==> config.mk <==
export PLATFORM = sky130hd
export DESIGN_NAME = usb_ep_ctrl
export DESIGN_NICKNAME = d
export VERILOG_FILES = /design/src/usb_ep_ctrl_pkg.sv /design/src/usb_ans_buf.sv /design/src/usb_ep_ctrl.sv
export SDC_FILE = /design/constraint.sdc
export NUM_CORES = 1
export LEC_CHECK = 0
export BUFFER_PORTS_ARGS = -buffer_cell sky130_fd_sc_hd__buf_2
export CAP_MARGIN = 30
export CORE_UTILIZATION = 55
export DETAILED_ROUTE_END_ITERATION = 6
export GPL_TIMING_DRIVEN = 0
export PLACE_DENSITY = 0.8
export SYNTH_ARGS = -nofsm -noshare
export SYNTH_HDL_FRONTEND = slang
export SYNTH_HIERARCHICAL = 1
export SYNTH_SLANG_ARGS = --single-unit
==> constraint.sdc <==
create_clock -name SYS_CLK -period 2.4 [get_ports SYS_CLK]
set_input_delay 0.12 -clock SYS_CLK [delete_from_list [all_inputs] [get_ports SYS_CLK]]
set_output_delay 0.12 -clock SYS_CLK [all_outputs]
set_load 0.05 [all_outputs]
==> src/usb_ep_ctrl_pkg.sv <==
// constants for the low-speed endpoint handshake control
package usb_ep_ctrl_pkg;
	// register addresses on the special-function register port
	localparam logic [7:0] EP0_TX_CTRL_ADDR  = 8'hEA;
	localparam logic [7:0] EP12_TX_CTRL_ADDR = 8'hEB;
	localparam logic [7:0] EP_EN_STALL_ADDR  = 8'hEC;
	localparam logic [7:0] EP0_RX_STAT_ADDR  = 8'hED;
	// reset values
	localparam logic [7:0] CTRL_RESET_VAL    = 8'h00;
	localparam logic [3:0] COUNT_RESET_VAL   = 4'h0;
	// endpoint0 transmit control fields
	localparam int EP0_SEQ_BIT        = 7;
	localparam int EP0_STALL_BIT      = 6;
	localparam int EP0_TXEN_BIT       = 5;
	localparam int EP0_RXEN_BIT       = 4;
	// endpoint1/2 transmit control fields
	localparam int SH_SEQ_BIT         = 7;
	localparam int SH_SEL_BIT         = 6;
	localparam int SH_TXEN_BIT        = 5;
	localparam int WAKEUP_BIT         = 4;
	// enable and stall control fields
	localparam int AUTO_AUTO_STATUS_OUT_BIT      = 4;
	localparam int EP2_EN_BIT         = 3;
	localparam int EP1_EN_BIT         = 2;
	localparam int EP2_STALL_BIT      = 1;
	localparam int EP1_STALL_BIT      = 0;
	// endpoint0 status fields
	localparam int RX_SEQ_BIT         = 7;
	localparam int TOK_SETUP_BIT      = 6;
	localparam int TOK_IN_BIT         = 5;
	localparam int TOK_OUT_BIT        = 4;
	localparam int COUNT_MSB          = 3;
	// token packet identifiers
	localparam logic [3:0] PID_OUT    = 4'h1;
	localparam logic [3:0] PID_IN     = 4'h9;
	localparam logic [3:0] PID_SETUP  = 4'hD;
	// endpoint numbers
	localparam logic [1:0] EP_ZERO    = 2'h0;
	localparam logic [1:0] EP_ONE     = 2'h1;
	localparam logic [1:0] EP_TWO     = 2'h2;
	// answer kinds handed to the packet engine
	typedef enum logic [1:0] {ANS_DATA, ANS_NAK, ANS_STALL, ANS_ACK} ans_kind_t;
	// answer word: kind, data1, count, endpoint
	localparam int ANS_W              = 9;
endpackage : usb_ep_ctrl_pkg

==> src/usb_ans_buf.sv <==
// two-entry answer buffer with registered outputs
`timescale 1ns/100ps
module usb_ans_buf #(
	parameter int W = 9
) (
	input  wire logic         clk,        // system clock
	input  wire logic         rst,        // async reset, high
	input  wire logic         in_valid,   // word offered
	output logic              in_ready,   // room for a word
	input  wire logic [W-1:0] in_data,    // offered word
	output logic              out_valid,  // head word present
	input  wire logic         out_ready,  // drain side takes head
	output logic [W-1:0]      out_data    // head word
);
	logic [W-1:0] head_ff, nxt_head;
	logic [W-1:0] tail_ff, nxt_tail;
	logic [1:0]   cnt_ff,  nxt_cnt;
	logic         push;
	logic         pop;
	logic         val_ff,  nxt_val;
	logic         rdy_ff,  nxt_rdy;

	// next head, tail and fill level
	always_comb begin
		push     = in_valid && (cnt_ff != 2'h2);
		pop      = (cnt_ff != 2'h0) && out_ready;
		nxt_head = head_ff;
		nxt_tail = tail_ff;
		nxt_cnt  = cnt_ff;
		case (cnt_ff)
			2'h0: begin
				if (push) begin
					nxt_head = in_data;
					nxt_cnt  = 2'h1;
				end
			end
			2'h1: begin
				if (push && pop) begin
					nxt_head = in_data;
				end else if (pop) begin
					nxt_cnt = 2'h0;
				end else if (push) begin
					nxt_tail = in_data;
					nxt_cnt  = 2'h2;
				end
			end
			default: begin
				if (pop) begin
					nxt_head = tail_ff;
					nxt_cnt  = 2'h1;
				end
			end
		endcase
		// flags from the next level so both ports leave flip-flops
		nxt_val = (nxt_cnt != 2'h0);
		nxt_rdy = (nxt_cnt != 2'h2);
	end

	// storage registers
	always_ff @(posedge clk or posedge rst) begin
		if (rst) begin
			head_ff <= '0;
			tail_ff <= '0;
			cnt_ff  <= 2'h0;
			val_ff  <= 1'b0;
			rdy_ff  <= 1'b1;
		end else begin
			head_ff <= nxt_head;
			tail_ff <= nxt_tail;
			cnt_ff  <= nxt_cnt;
			val_ff  <= nxt_val;
			rdy_ff  <= nxt_rdy;
		end
	end

	assign in_ready  = rdy_ff;
	assign out_valid = val_ff;
	assign out_data  = head_ff;
endmodule : usb_ans_buf

==> src/usb_ep_ctrl.sv <==
// endpoint handshake control for a low-speed usb function
`timescale 1ns/100ps
module usb_ep_ctrl (
	input  wire logic       SYS_CLK,        // 100 MHz clock
	input  wire logic       RST,            // async reset, high
	input  wire logic [7:0] SFR_ADDR,       // register address
	input  wire logic       SFR_WR,         // write strobe
	input  wire logic       SFR_RD,         // read strobe
	input  wire logic [7:0] SFR_WDATA,      // write data
	output logic      [7:0] SFR_RDATA,      // read data, registered
	input  wire logic       TOK_VALID,      // token from packet engine
	output logic            TOK_READY,      // token taken
	input  wire logic [3:0] TOK_PID,        // token pid
	input  wire logic [1:0] TOK_EP,         // token endpoint
	input  wire logic       RXD_VALID,      // endpoint0 data packet received
	input  wire logic [3:0] RXD_COUNT,      // bytes in that packet
	input  wire logic       HOST_ACK,       // host acked our data packet
	input  wire logic       BUS_RESUME,     // bus activity while suspended
	input  wire logic       EP0_TX_DONE_CLR,// firmware clears ep0 tx done
	input  wire logic       EP0_RX_DONE_CLR,// firmware clears ep0 rx done
	input  wire logic       SH_TX_DONE_CLR, // firmware clears shared tx done
	input  wire logic       RESUME_CLR,     // firmware clears resume flag
	output logic            EP0_TX_DONE,    // ep0 transmit done flag
	output logic            EP0_RX_DONE,    // ep0 receive done flag
	output logic            SH_TX_DONE,     // shared transmit done flag
	output logic            RESUME_FLAG,    // resume detected flag
	output logic            FORCE_K,        // drive K state on lines
	output logic            ANS_VALID,      // answer offered
	input  wire logic       ANS_READY,      // engine takes answer
	output logic      [1:0] ANS_KIND,       // data, nak, stall or ack
	output logic            ANS_DATA1,      // data pid is DATA1
	output logic      [3:0] ANS_COUNT,      // data bytes to send
	output logic      [1:0] ANS_EP          // endpoint answered
);
	// control and status registers
	logic [7:0] ep0_ctrl_ff,  nxt_ep0_ctrl;
	logic [7:0] sh_ctrl_ff,   nxt_sh_ctrl;
	logic [4:0] en_ctrl_ff,   nxt_en_ctrl;
	logic [7:0] rx_stat_ff,   nxt_rx_stat;
	logic [7:0] rdata_ff,     nxt_rdata;
	logic       ep0_txd_ff,   nxt_ep0_txd;
	logic       ep0_rxd_ff,   nxt_ep0_rxd;
	logic       sh_txd_ff,    nxt_sh_txd;
	logic       resume_ff,    nxt_resume;
	logic       wake_ff,      nxt_wake;
	logic [1:0] sent_ep_ff,   nxt_sent_ep;
	logic       sent_ff,      nxt_sent;
	// answer decision
	usb_ep_ctrl_pkg::ans_kind_t ans_kind;
	logic       ans_seq;
	logic [3:0] ans_cnt;
	logic       ans_push;
	logic       tok_take;
	logic       buf_ready;
	logic [usb_ep_ctrl_pkg::ANS_W-1:0] buf_out;
	logic       is_in;
	logic       is_out;
	logic       is_setup;
	logic       wr0, wr1, wr2, wr3;

	assign is_in    = (TOK_PID == usb_ep_ctrl_pkg::PID_IN);
	assign is_out   = (TOK_PID == usb_ep_ctrl_pkg::PID_OUT);
	assign is_setup = (TOK_PID == usb_ep_ctrl_pkg::PID_SETUP);
	assign tok_take = TOK_VALID && buf_ready;

	// handshake choice for the offered token
	always_comb begin
		ans_kind = usb_ep_ctrl_pkg::ANS_NAK;
		ans_seq  = 1'b0;
		ans_cnt  = usb_ep_ctrl_pkg::COUNT_RESET_VAL;
		ans_push = tok_take && (TOK_EP != 2'h3) && (is_in || is_out || is_setup);
		if (TOK_EP == usb_ep_ctrl_pkg::EP_ZERO) begin
			if (is_setup) begin
				ans_kind = usb_ep_ctrl_pkg::ANS_ACK;
			end else if (ep0_ctrl_ff[usb_ep_ctrl_pkg::EP0_STALL_BIT]) begin
				ans_kind = usb_ep_ctrl_pkg::ANS_STALL;
			end else if (is_in) begin
				if (!ep0_ctrl_ff[usb_ep_ctrl_pkg::EP0_TXEN_BIT] || ep0_txd_ff) begin
					ans_kind = usb_ep_ctrl_pkg::ANS_NAK;
				end else begin
					ans_kind = usb_ep_ctrl_pkg::ANS_DATA;
					ans_seq  = ep0_ctrl_ff[usb_ep_ctrl_pkg::EP0_SEQ_BIT];
					ans_cnt  = ep0_ctrl_ff[usb_ep_ctrl_pkg::COUNT_MSB:0];
				end
			end else if (en_ctrl_ff[usb_ep_ctrl_pkg::AUTO_AUTO_STATUS_OUT_BIT]) begin
				ans_kind = usb_ep_ctrl_pkg::ANS_ACK;
			end else if (!ep0_ctrl_ff[usb_ep_ctrl_pkg::EP0_RXEN_BIT] || ep0_rxd_ff) begin
				ans_kind = usb_ep_ctrl_pkg::ANS_NAK;
			end else begin
				ans_kind = usb_ep_ctrl_pkg::ANS_ACK;
			end
		end else if ((TOK_EP == usb_ep_ctrl_pkg::EP_ONE &&
				en_ctrl_ff[usb_ep_ctrl_pkg::EP1_STALL_BIT]) ||
				(TOK_EP == usb_ep_ctrl_pkg::EP_TWO &&
				en_ctrl_ff[usb_ep_ctrl_pkg::EP2_STALL_BIT])) begin
			ans_kind = usb_ep_ctrl_pkg::ANS_STALL;
		end else if (!is_in) begin
			ans_kind = usb_ep_ctrl_pkg::ANS_NAK;
		end else if (!sh_ctrl_ff[usb_ep_ctrl_pkg::SH_TXEN_BIT] || sh_txd_ff) begin
			ans_kind = usb_ep_ctrl_pkg::ANS_NAK;
		end else if (sh_ctrl_ff[usb_ep_ctrl_pkg::SH_SEL_BIT] != TOK_EP[1]) begin
			ans_kind = usb_ep_ctrl_pkg::ANS_NAK;
		end else if ((TOK_EP == usb_ep_ctrl_pkg::EP_ONE &&
				!en_ctrl_ff[usb_ep_ctrl_pkg::EP1_EN_BIT]) ||
				(TOK_EP == usb_ep_ctrl_pkg::EP_TWO &&
				!en_ctrl_ff[usb_ep_ctrl_pkg::EP2_EN_BIT])) begin
			ans_kind = usb_ep_ctrl_pkg::ANS_NAK;
		end else begin
			ans_kind = usb_ep_ctrl_pkg::ANS_DATA;
			ans_seq  = sh_ctrl_ff[usb_ep_ctrl_pkg::SH_SEQ_BIT];
			ans_cnt  = sh_ctrl_ff[usb_ep_ctrl_pkg::COUNT_MSB:0];
		end
	end

	// write strobe decode, one register per address
	always_comb begin
		wr0 = 1'b0;
		wr1 = 1'b0;
		wr2 = 1'b0;
		wr3 = 1'b0;
		if (SFR_WR) begin
			if (SFR_ADDR == usb_ep_ctrl_pkg::EP0_TX_CTRL_ADDR) begin
				wr0 = 1'b1;
			end else if (SFR_ADDR == usb_ep_ctrl_pkg::EP12_TX_CTRL_ADDR) begin
				wr1 = 1'b1;
			end else if (SFR_ADDR == usb_ep_ctrl_pkg::EP_EN_STALL_ADDR) begin
				wr2 = 1'b1;
			end else if (SFR_ADDR == usb_ep_ctrl_pkg::EP0_RX_STAT_ADDR) begin
				wr3 = 1'b1;
			end
		end
	end

	// next control values; a setup token clears the stall over a write
	always_comb begin
		nxt_ep0_ctrl = wr0 ? SFR_WDATA : ep0_ctrl_ff;
		nxt_sh_ctrl  = wr1 ? SFR_WDATA : sh_ctrl_ff;
		nxt_en_ctrl  = wr2 ? SFR_WDATA[4:0] : en_ctrl_ff;
		if (tok_take && is_setup && TOK_EP == usb_ep_ctrl_pkg::EP_ZERO) begin
			nxt_ep0_ctrl[usb_ep_ctrl_pkg::EP0_STALL_BIT] = 1'b0;
		end
		nxt_wake     = nxt_sh_ctrl[usb_ep_ctrl_pkg::WAKEUP_BIT];
	end

	// control registers and the wakeup drive copy
	always_ff @(posedge SYS_CLK or posedge RST) begin
		if (RST) begin
			ep0_ctrl_ff <= usb_ep_ctrl_pkg::CTRL_RESET_VAL;
			sh_ctrl_ff  <= usb_ep_ctrl_pkg::CTRL_RESET_VAL;
			en_ctrl_ff  <= 5'h00;
			wake_ff     <= 1'b0;
		end else begin
			ep0_ctrl_ff <= nxt_ep0_ctrl;
			sh_ctrl_ff  <= nxt_sh_ctrl;
			en_ctrl_ff  <= nxt_en_ctrl;
			wake_ff     <= nxt_wake;
		end
	end

	// next endpoint0 status: sequence bit, last token kind, byte count
	always_comb begin
		nxt_rx_stat = rx_stat_ff;
		if (wr3) begin
			nxt_rx_stat[usb_ep_ctrl_pkg::RX_SEQ_BIT] = SFR_WDATA[usb_ep_ctrl_pkg::RX_SEQ_BIT];
		end
		if (tok_take && TOK_EP == usb_ep_ctrl_pkg::EP_ZERO &&
				(is_in || is_out || is_setup)) begin
			nxt_rx_stat[usb_ep_ctrl_pkg::TOK_SETUP_BIT] = is_setup;
			nxt_rx_stat[usb_ep_ctrl_pkg::TOK_IN_BIT]    = is_in;
			nxt_rx_stat[usb_ep_ctrl_pkg::TOK_OUT_BIT]   = is_out;
		end
		if (RXD_VALID) begin
			nxt_rx_stat[usb_ep_ctrl_pkg::COUNT_MSB:0] = RXD_COUNT;
		end
	end

	// endpoint0 status register
	always_ff @(posedge SYS_CLK or posedge RST) begin
		if (RST) begin
			rx_stat_ff <= usb_ep_ctrl_pkg::CTRL_RESET_VAL;
		end else begin
			rx_stat_ff <= nxt_rx_stat;
		end
	end

	// next tracker: endpoint of the last queued data packet
	always_comb begin
		nxt_sent    = sent_ff;
		nxt_sent_ep = sent_ep_ff;
		if (ans_push && ans_kind == usb_ep_ctrl_pkg::ANS_DATA) begin
			nxt_sent    = 1'b1;
			nxt_sent_ep = TOK_EP;
		end else if (HOST_ACK) begin
			nxt_sent    = 1'b0;
		end
	end

	// data packet tracker
	always_ff @(posedge SYS_CLK or posedge RST) begin
		if (RST) begin
			sent_ff    <= 1'b0;
			sent_ep_ff <= 2'h0;
		end else begin
			sent_ff    <= nxt_sent;
			sent_ep_ff <= nxt_sent_ep;
		end
	end

	// next done and resume flags: hardware set wins over firmware clear
	always_comb begin
		nxt_ep0_txd = (ep0_txd_ff && !EP0_TX_DONE_CLR) ||
			(HOST_ACK && sent_ff && sent_ep_ff == usb_ep_ctrl_pkg::EP_ZERO);
		nxt_sh_txd  = (sh_txd_ff && !SH_TX_DONE_CLR) ||
			(HOST_ACK && sent_ff && sent_ep_ff != usb_ep_ctrl_pkg::EP_ZERO);
		nxt_ep0_rxd = (ep0_rxd_ff && !EP0_RX_DONE_CLR) ||
			(RXD_VALID && !en_ctrl_ff[usb_ep_ctrl_pkg::AUTO_AUTO_STATUS_OUT_BIT]);
		nxt_resume  = (resume_ff && !RESUME_CLR) || BUS_RESUME;
	end

	// done and resume flags
	always_ff @(posedge SYS_CLK or posedge RST) begin
		if (RST) begin
			ep0_txd_ff <= 1'b0;
			ep0_rxd_ff <= 1'b0;
			sh_txd_ff  <= 1'b0;
			resume_ff  <= 1'b0;
		end else begin
			ep0_txd_ff <= nxt_ep0_txd;
			ep0_rxd_ff <= nxt_ep0_rxd;
			sh_txd_ff  <= nxt_sh_txd;
			resume_ff  <= nxt_resume;
		end
	end

	// next read data, unmapped reads and idle cycles give zero
	always_comb begin
		nxt_rdata = 8'h00;
		if (SFR_RD) begin
			if (SFR_ADDR == usb_ep_ctrl_pkg::EP0_TX_CTRL_ADDR) begin
				nxt_rdata = ep0_ctrl_ff;
			end else if (SFR_ADDR == usb_ep_ctrl_pkg::EP12_TX_CTRL_ADDR) begin
				nxt_rdata = sh_ctrl_ff;
			end else if (SFR_ADDR == usb_ep_ctrl_pkg::EP_EN_STALL_ADDR) begin
				nxt_rdata = {3'h0, en_ctrl_ff};
			end else if (SFR_ADDR == usb_ep_ctrl_pkg::EP0_RX_STAT_ADDR) begin
				nxt_rdata = rx_stat_ff;
			end
		end
	end

	// registered read data
	always_ff @(posedge SYS_CLK or posedge RST) begin
		if (RST) begin
			rdata_ff <= 8'h00;
		end else begin
			rdata_ff <= nxt_rdata;
		end
	end

	// answers queue here so an engine stall loses none
	usb_ans_buf #(
		.W (usb_ep_ctrl_pkg::ANS_W)
	) u_ans_buf (
		.clk       (SYS_CLK),
		.rst       (RST),
		.in_valid  (ans_push),
		.in_ready  (buf_ready),
		.in_data   ({ans_kind, ans_seq, ans_cnt, TOK_EP}),
		.out_valid (ANS_VALID),
		.out_ready (ANS_READY),
		.out_data  (buf_out)
	);

	// outputs
	assign TOK_READY   = buf_ready;
	assign SFR_RDATA   = rdata_ff;
	assign EP0_TX_DONE = ep0_txd_ff;
	assign EP0_RX_DONE = ep0_rxd_ff;
	assign SH_TX_DONE  = sh_txd_ff;
	assign RESUME_FLAG = resume_ff;
	assign FORCE_K     = wake_ff;
	assign ANS_KIND    = buf_out[8:7];
	assign ANS_DATA1   = buf_out[6];
	assign ANS_COUNT   = buf_out[5:2];
	assign ANS_EP      = buf_out[1:0];
endmodule : usb_ep_ctrl

==> flow_metrics.tcl <==
set metrics [dict create \
    gp_congestion 0.771 \
    drive_above_1_share 0.445 \
    ctsHtreeMaxLevel 3 \
    vias 2274 \
    drv_cap 0 \
    antenna_found_initial 0 \
    synth_compound_area_frac 0.130 \
    clkTransAtPathRegs_ps 70 \
    synthAdderAreaFrac 0 \
    leakage_nw 1.97 \
    crit_fanout 7 \
    pre_cts_slack_ps -84.8 \
    seq_area_frac_synth 0.515 \
    cp_slowest_cell "dfstp_2" \
    netlist_area_um2 3210 \
    setup_viol 0 \
    wl_per_cell_um 16.7 \
    drtIter0Drc 165 \
    synth_edf_count 0 \
    cts_tree "yes" \
    power_frac_seq 0.440 \
    worst_ep_arrival_time_ps 2400 \
    rsz0062_at_grt "false" \
    worst_slew_pin_slew_ps 892 \
    gr-total-overflow 0 \
    fp-row-count 27 \
    power_w 0.00281 \
    syn_inst 252 \
    synth_ff_type "dfrtp_1" \
    numClockSinks 66 \
    die_h_um 78.4 \
    yosys_register_bits 66 \
    post-route-util 0.705 \
    clockPowerShare 0.436 \
    synth_warnings 6 \
    skew_ps 5.07 \
    clk_latency_ps 340 \
    swShare 0.244 \
    die_w_um 78.4 \
    grt_start_max_net_pins 45 \
    synth_simple_gate_area_frac 0.101 \
    grt_use_total 0.247 \
    power_density_nw_per_um2 715 \
    fmax_ghz 0.459 \
    syn_avg_cell_area_um2 12.7 \
    ant_nets 0 \
    grt_first_pass_wirelength_mm 11.3 \
    synthesis.nets 291 \
    comb_power_share 0.124 \
    num_io_pins 63 \
    wirelength_mm 6.80 \
    syn_to_final_growth_pct 22.4 \
    cp.required_ps 2630 \
    cp_cell_sequence "nand4b_1 > a211oi_2 > nand3_1 > a211oi_2 > mux2_1" \
    synth.area.mux_share 0.213 \
    start_kind "register" \
    place_area_um2 3610 \
    core_area_um2 5570 \
    finalMaxSlewViolations 0 \
    finalHoldViolCount 0 \
    clk_path_buf_depth 2 \
    status "finished clean" \
    cp_slowest_stage_delay_ps 550 \
    endpoint_kind "register" \
    drt-vias-per-instance 5.59 \
    dp_hpwl_mm 4.78 \
    antenna_cells 0 \
    critPathKind "reg -> reg" \
    dieArea_um2 6150 \
    tritoncts.num_buffers 9 \
    first_global_vias 2396 \
    async_reset_ff_frac 1.00 \
    p_int_w 0.00212 \
    final_cell_area_um2 3930 \
    synth_top_family_by_area "multiplexers" \
    max_slew_margin 0.404 \
    min_period_ps 2180 \
    final.setup.worst_slack_ps 221 \
    synth-xor-area-share 0 \
    cts-root-buf "clkbuf_8" \
    peakVddDrop_uv 497 \
    tns_ps 0 \
    start_util 0.576 \
    fin_crit_sh 0.908 \
    drc_errors 0 \
    hp-class "in -> reg" \
    ys_types 49 \
    first_pass_iters 4 \
    port_buffers 62 \
    nets 369 \
    p_sw_w 0.000687 \
    path_common_cell "a211oi_2" \
]
## per-layer routing
metal,track usage,vias up,share of wire
met5,0,-,0
met1,0.301,1134,0.42
met3,0.0744,9,0.046
li1,-,1069,-
met4,0.0870,0,0.013
met2,0.416,62,0.52
## registers in the layout, indices dropped and copies added, names as in the netlist, 2 cells and up
signal              flops
SFR_RDATA               8
en_ctrl_ff              5
ep0_ctrl_ff             8
rx_stat_ff              8
sent_ep_ff              2
sh_ctrl_ff              8
u_ans_buf/cnt_ff        2
u_ans_buf/out_data      9
u_ans_buf/tail_ff       9
## Yosys cell counts (2+ instances only)
cell | number | share of area
dfrtp_1 | 65 | 0.51
mux2_2 | 28 | 0.098
nand2b_1 | 3 | 0.0058
nor2_1 | 8 | 0.0094
a22o_1 | 10 | 0.027
a22oi_1 | 5 | 0.012
a21oi_1 | 13 | 0.020
a21o_1 | 2 | 0.0047
nand2_1 | 10 | 0.012
mux2_4 | 18 | 0.084
o21ai_0 | 14 | 0.022
and2_1 | 4 | 0.0078
nor3_1 | 2 | 0.0031
clkbuf_1 | 2 | 0.0023
nand4_1 | 2 | 0.0039
nand3_1 | 3 | 0.0047
o22ai_1 | 2 | 0.0039
inv_1 | 12 | 0.014
mux2_1 | 7 | 0.025
buf_6 | 4 | 0.014
nand3b_1 | 2 | 0.0047
buf_2 | 3 | 0.0047
mux2i_1 | 2 | 0.0062
nor2b_1 | 5 | 0.0097
and3_1 | 2 | 0.0039
## timing repair
item                                    4_1_cts  5_1_grt
setup buffers                                 0        0
hold buffers                                  5        0
gates resized for setup                       1        0
endpoints found under the hold margin        25        0
endpoints found under the setup margin        2        0
## cells by family (layout without fill, tap and decap cells)
group | after synthesis | in the layout
muxes | 55 | 55
buffers and inverters | 22 | 105
DFF | 66 | 66
AOI/OAI and AO/OA | 57 | 57
and+or+nand+nor | 52 | 52
## stage by stage
| step | cells | hold WS, ps |
|---|---|---|
| global route | 407 | 2.10 |
| global placement | 386 | 299 |
| CTS | 407 | 6.06 |
| finish | 407 | 15.4 |
| floorplan | 252 | 108 |
| detailed placement | 386 | 304 |
## worst paths after layout
kind / endpoint / from / cells after the start / slack (ps)
setup / recovery: sent_ep_ff[0] / u_ans_buf/in_ready / 5 / 220
hold / removal: rx_stat_ff[0] / RXD_COUNT[0] / 2 / 20
setup reg to reg: sent_ep_ff[0] / u_ans_buf/in_ready / 5 / 220
hold reg to reg: RESUME_FLAG / RESUME_FLAG / 1 / 470
max in group asynchronous: ep0_ctrl_ff[4] / RST / 3 / 1310
min in group asynchronous: u_ans_buf/tail_ff[6] / RST / 3 / 500
## power by group through the flow
| stage | registers, W | clock network (W) | logic [W] |
|---|---|---|---|
| floorplan | 0.00133 | 0 | 0.000157 |
| global placement | 0.00125 | 0 | 0.000335 |
| detailed placement | 0.00126 | 0 | 0.000344 |
| CTS | 0.00124 | 0.00124 | 0.000352 |
| global route | 0.00125 | 0.00128 | 0.000377 |
| finish | 0.00124 | 0.00122 | 0.000349 |
## area by class of cell
class	count	area (um2)
Clock inverter	7	141
Multi-Input combinational cell	164	1430
Buffer	10	87.6
Tap cell	72	90.1
Inverter	12	45.0
Clock buffer	9	124
Fill cell	407	1640
Timing Repair Buffer	67	360
Sequential cell	66	1650
## cell usage in the layout, fill, tap and decap left out, types with 3 or more instances in the layout
master         count
a22o_1            10
buf_6              4
mux2_2            28
nand2b_1           3
mux2_1             7
o21ai_0           14
nand2_1           10
a21oi_1           13
nor2b_1            5
inv_1             11
nor2_1             8
bufinv_16          4
mux2_4            18
dlygate4sd3_1      5
a22oi_1            5
clkbuf_8           9
dfrtp_1           65
buf_2             65
and2_1             4
nand3_1            3
## critical path, delay by kind of cell (launching register included)
kind	cells	cell delay (ps)
AO/OA/AOI/OAI	2	870
flip-flops	1	550
multiplexers	1	360
AND/OR/NAND/NOR	2	290
Note: power is estimated with default switching activity, not from simulation.
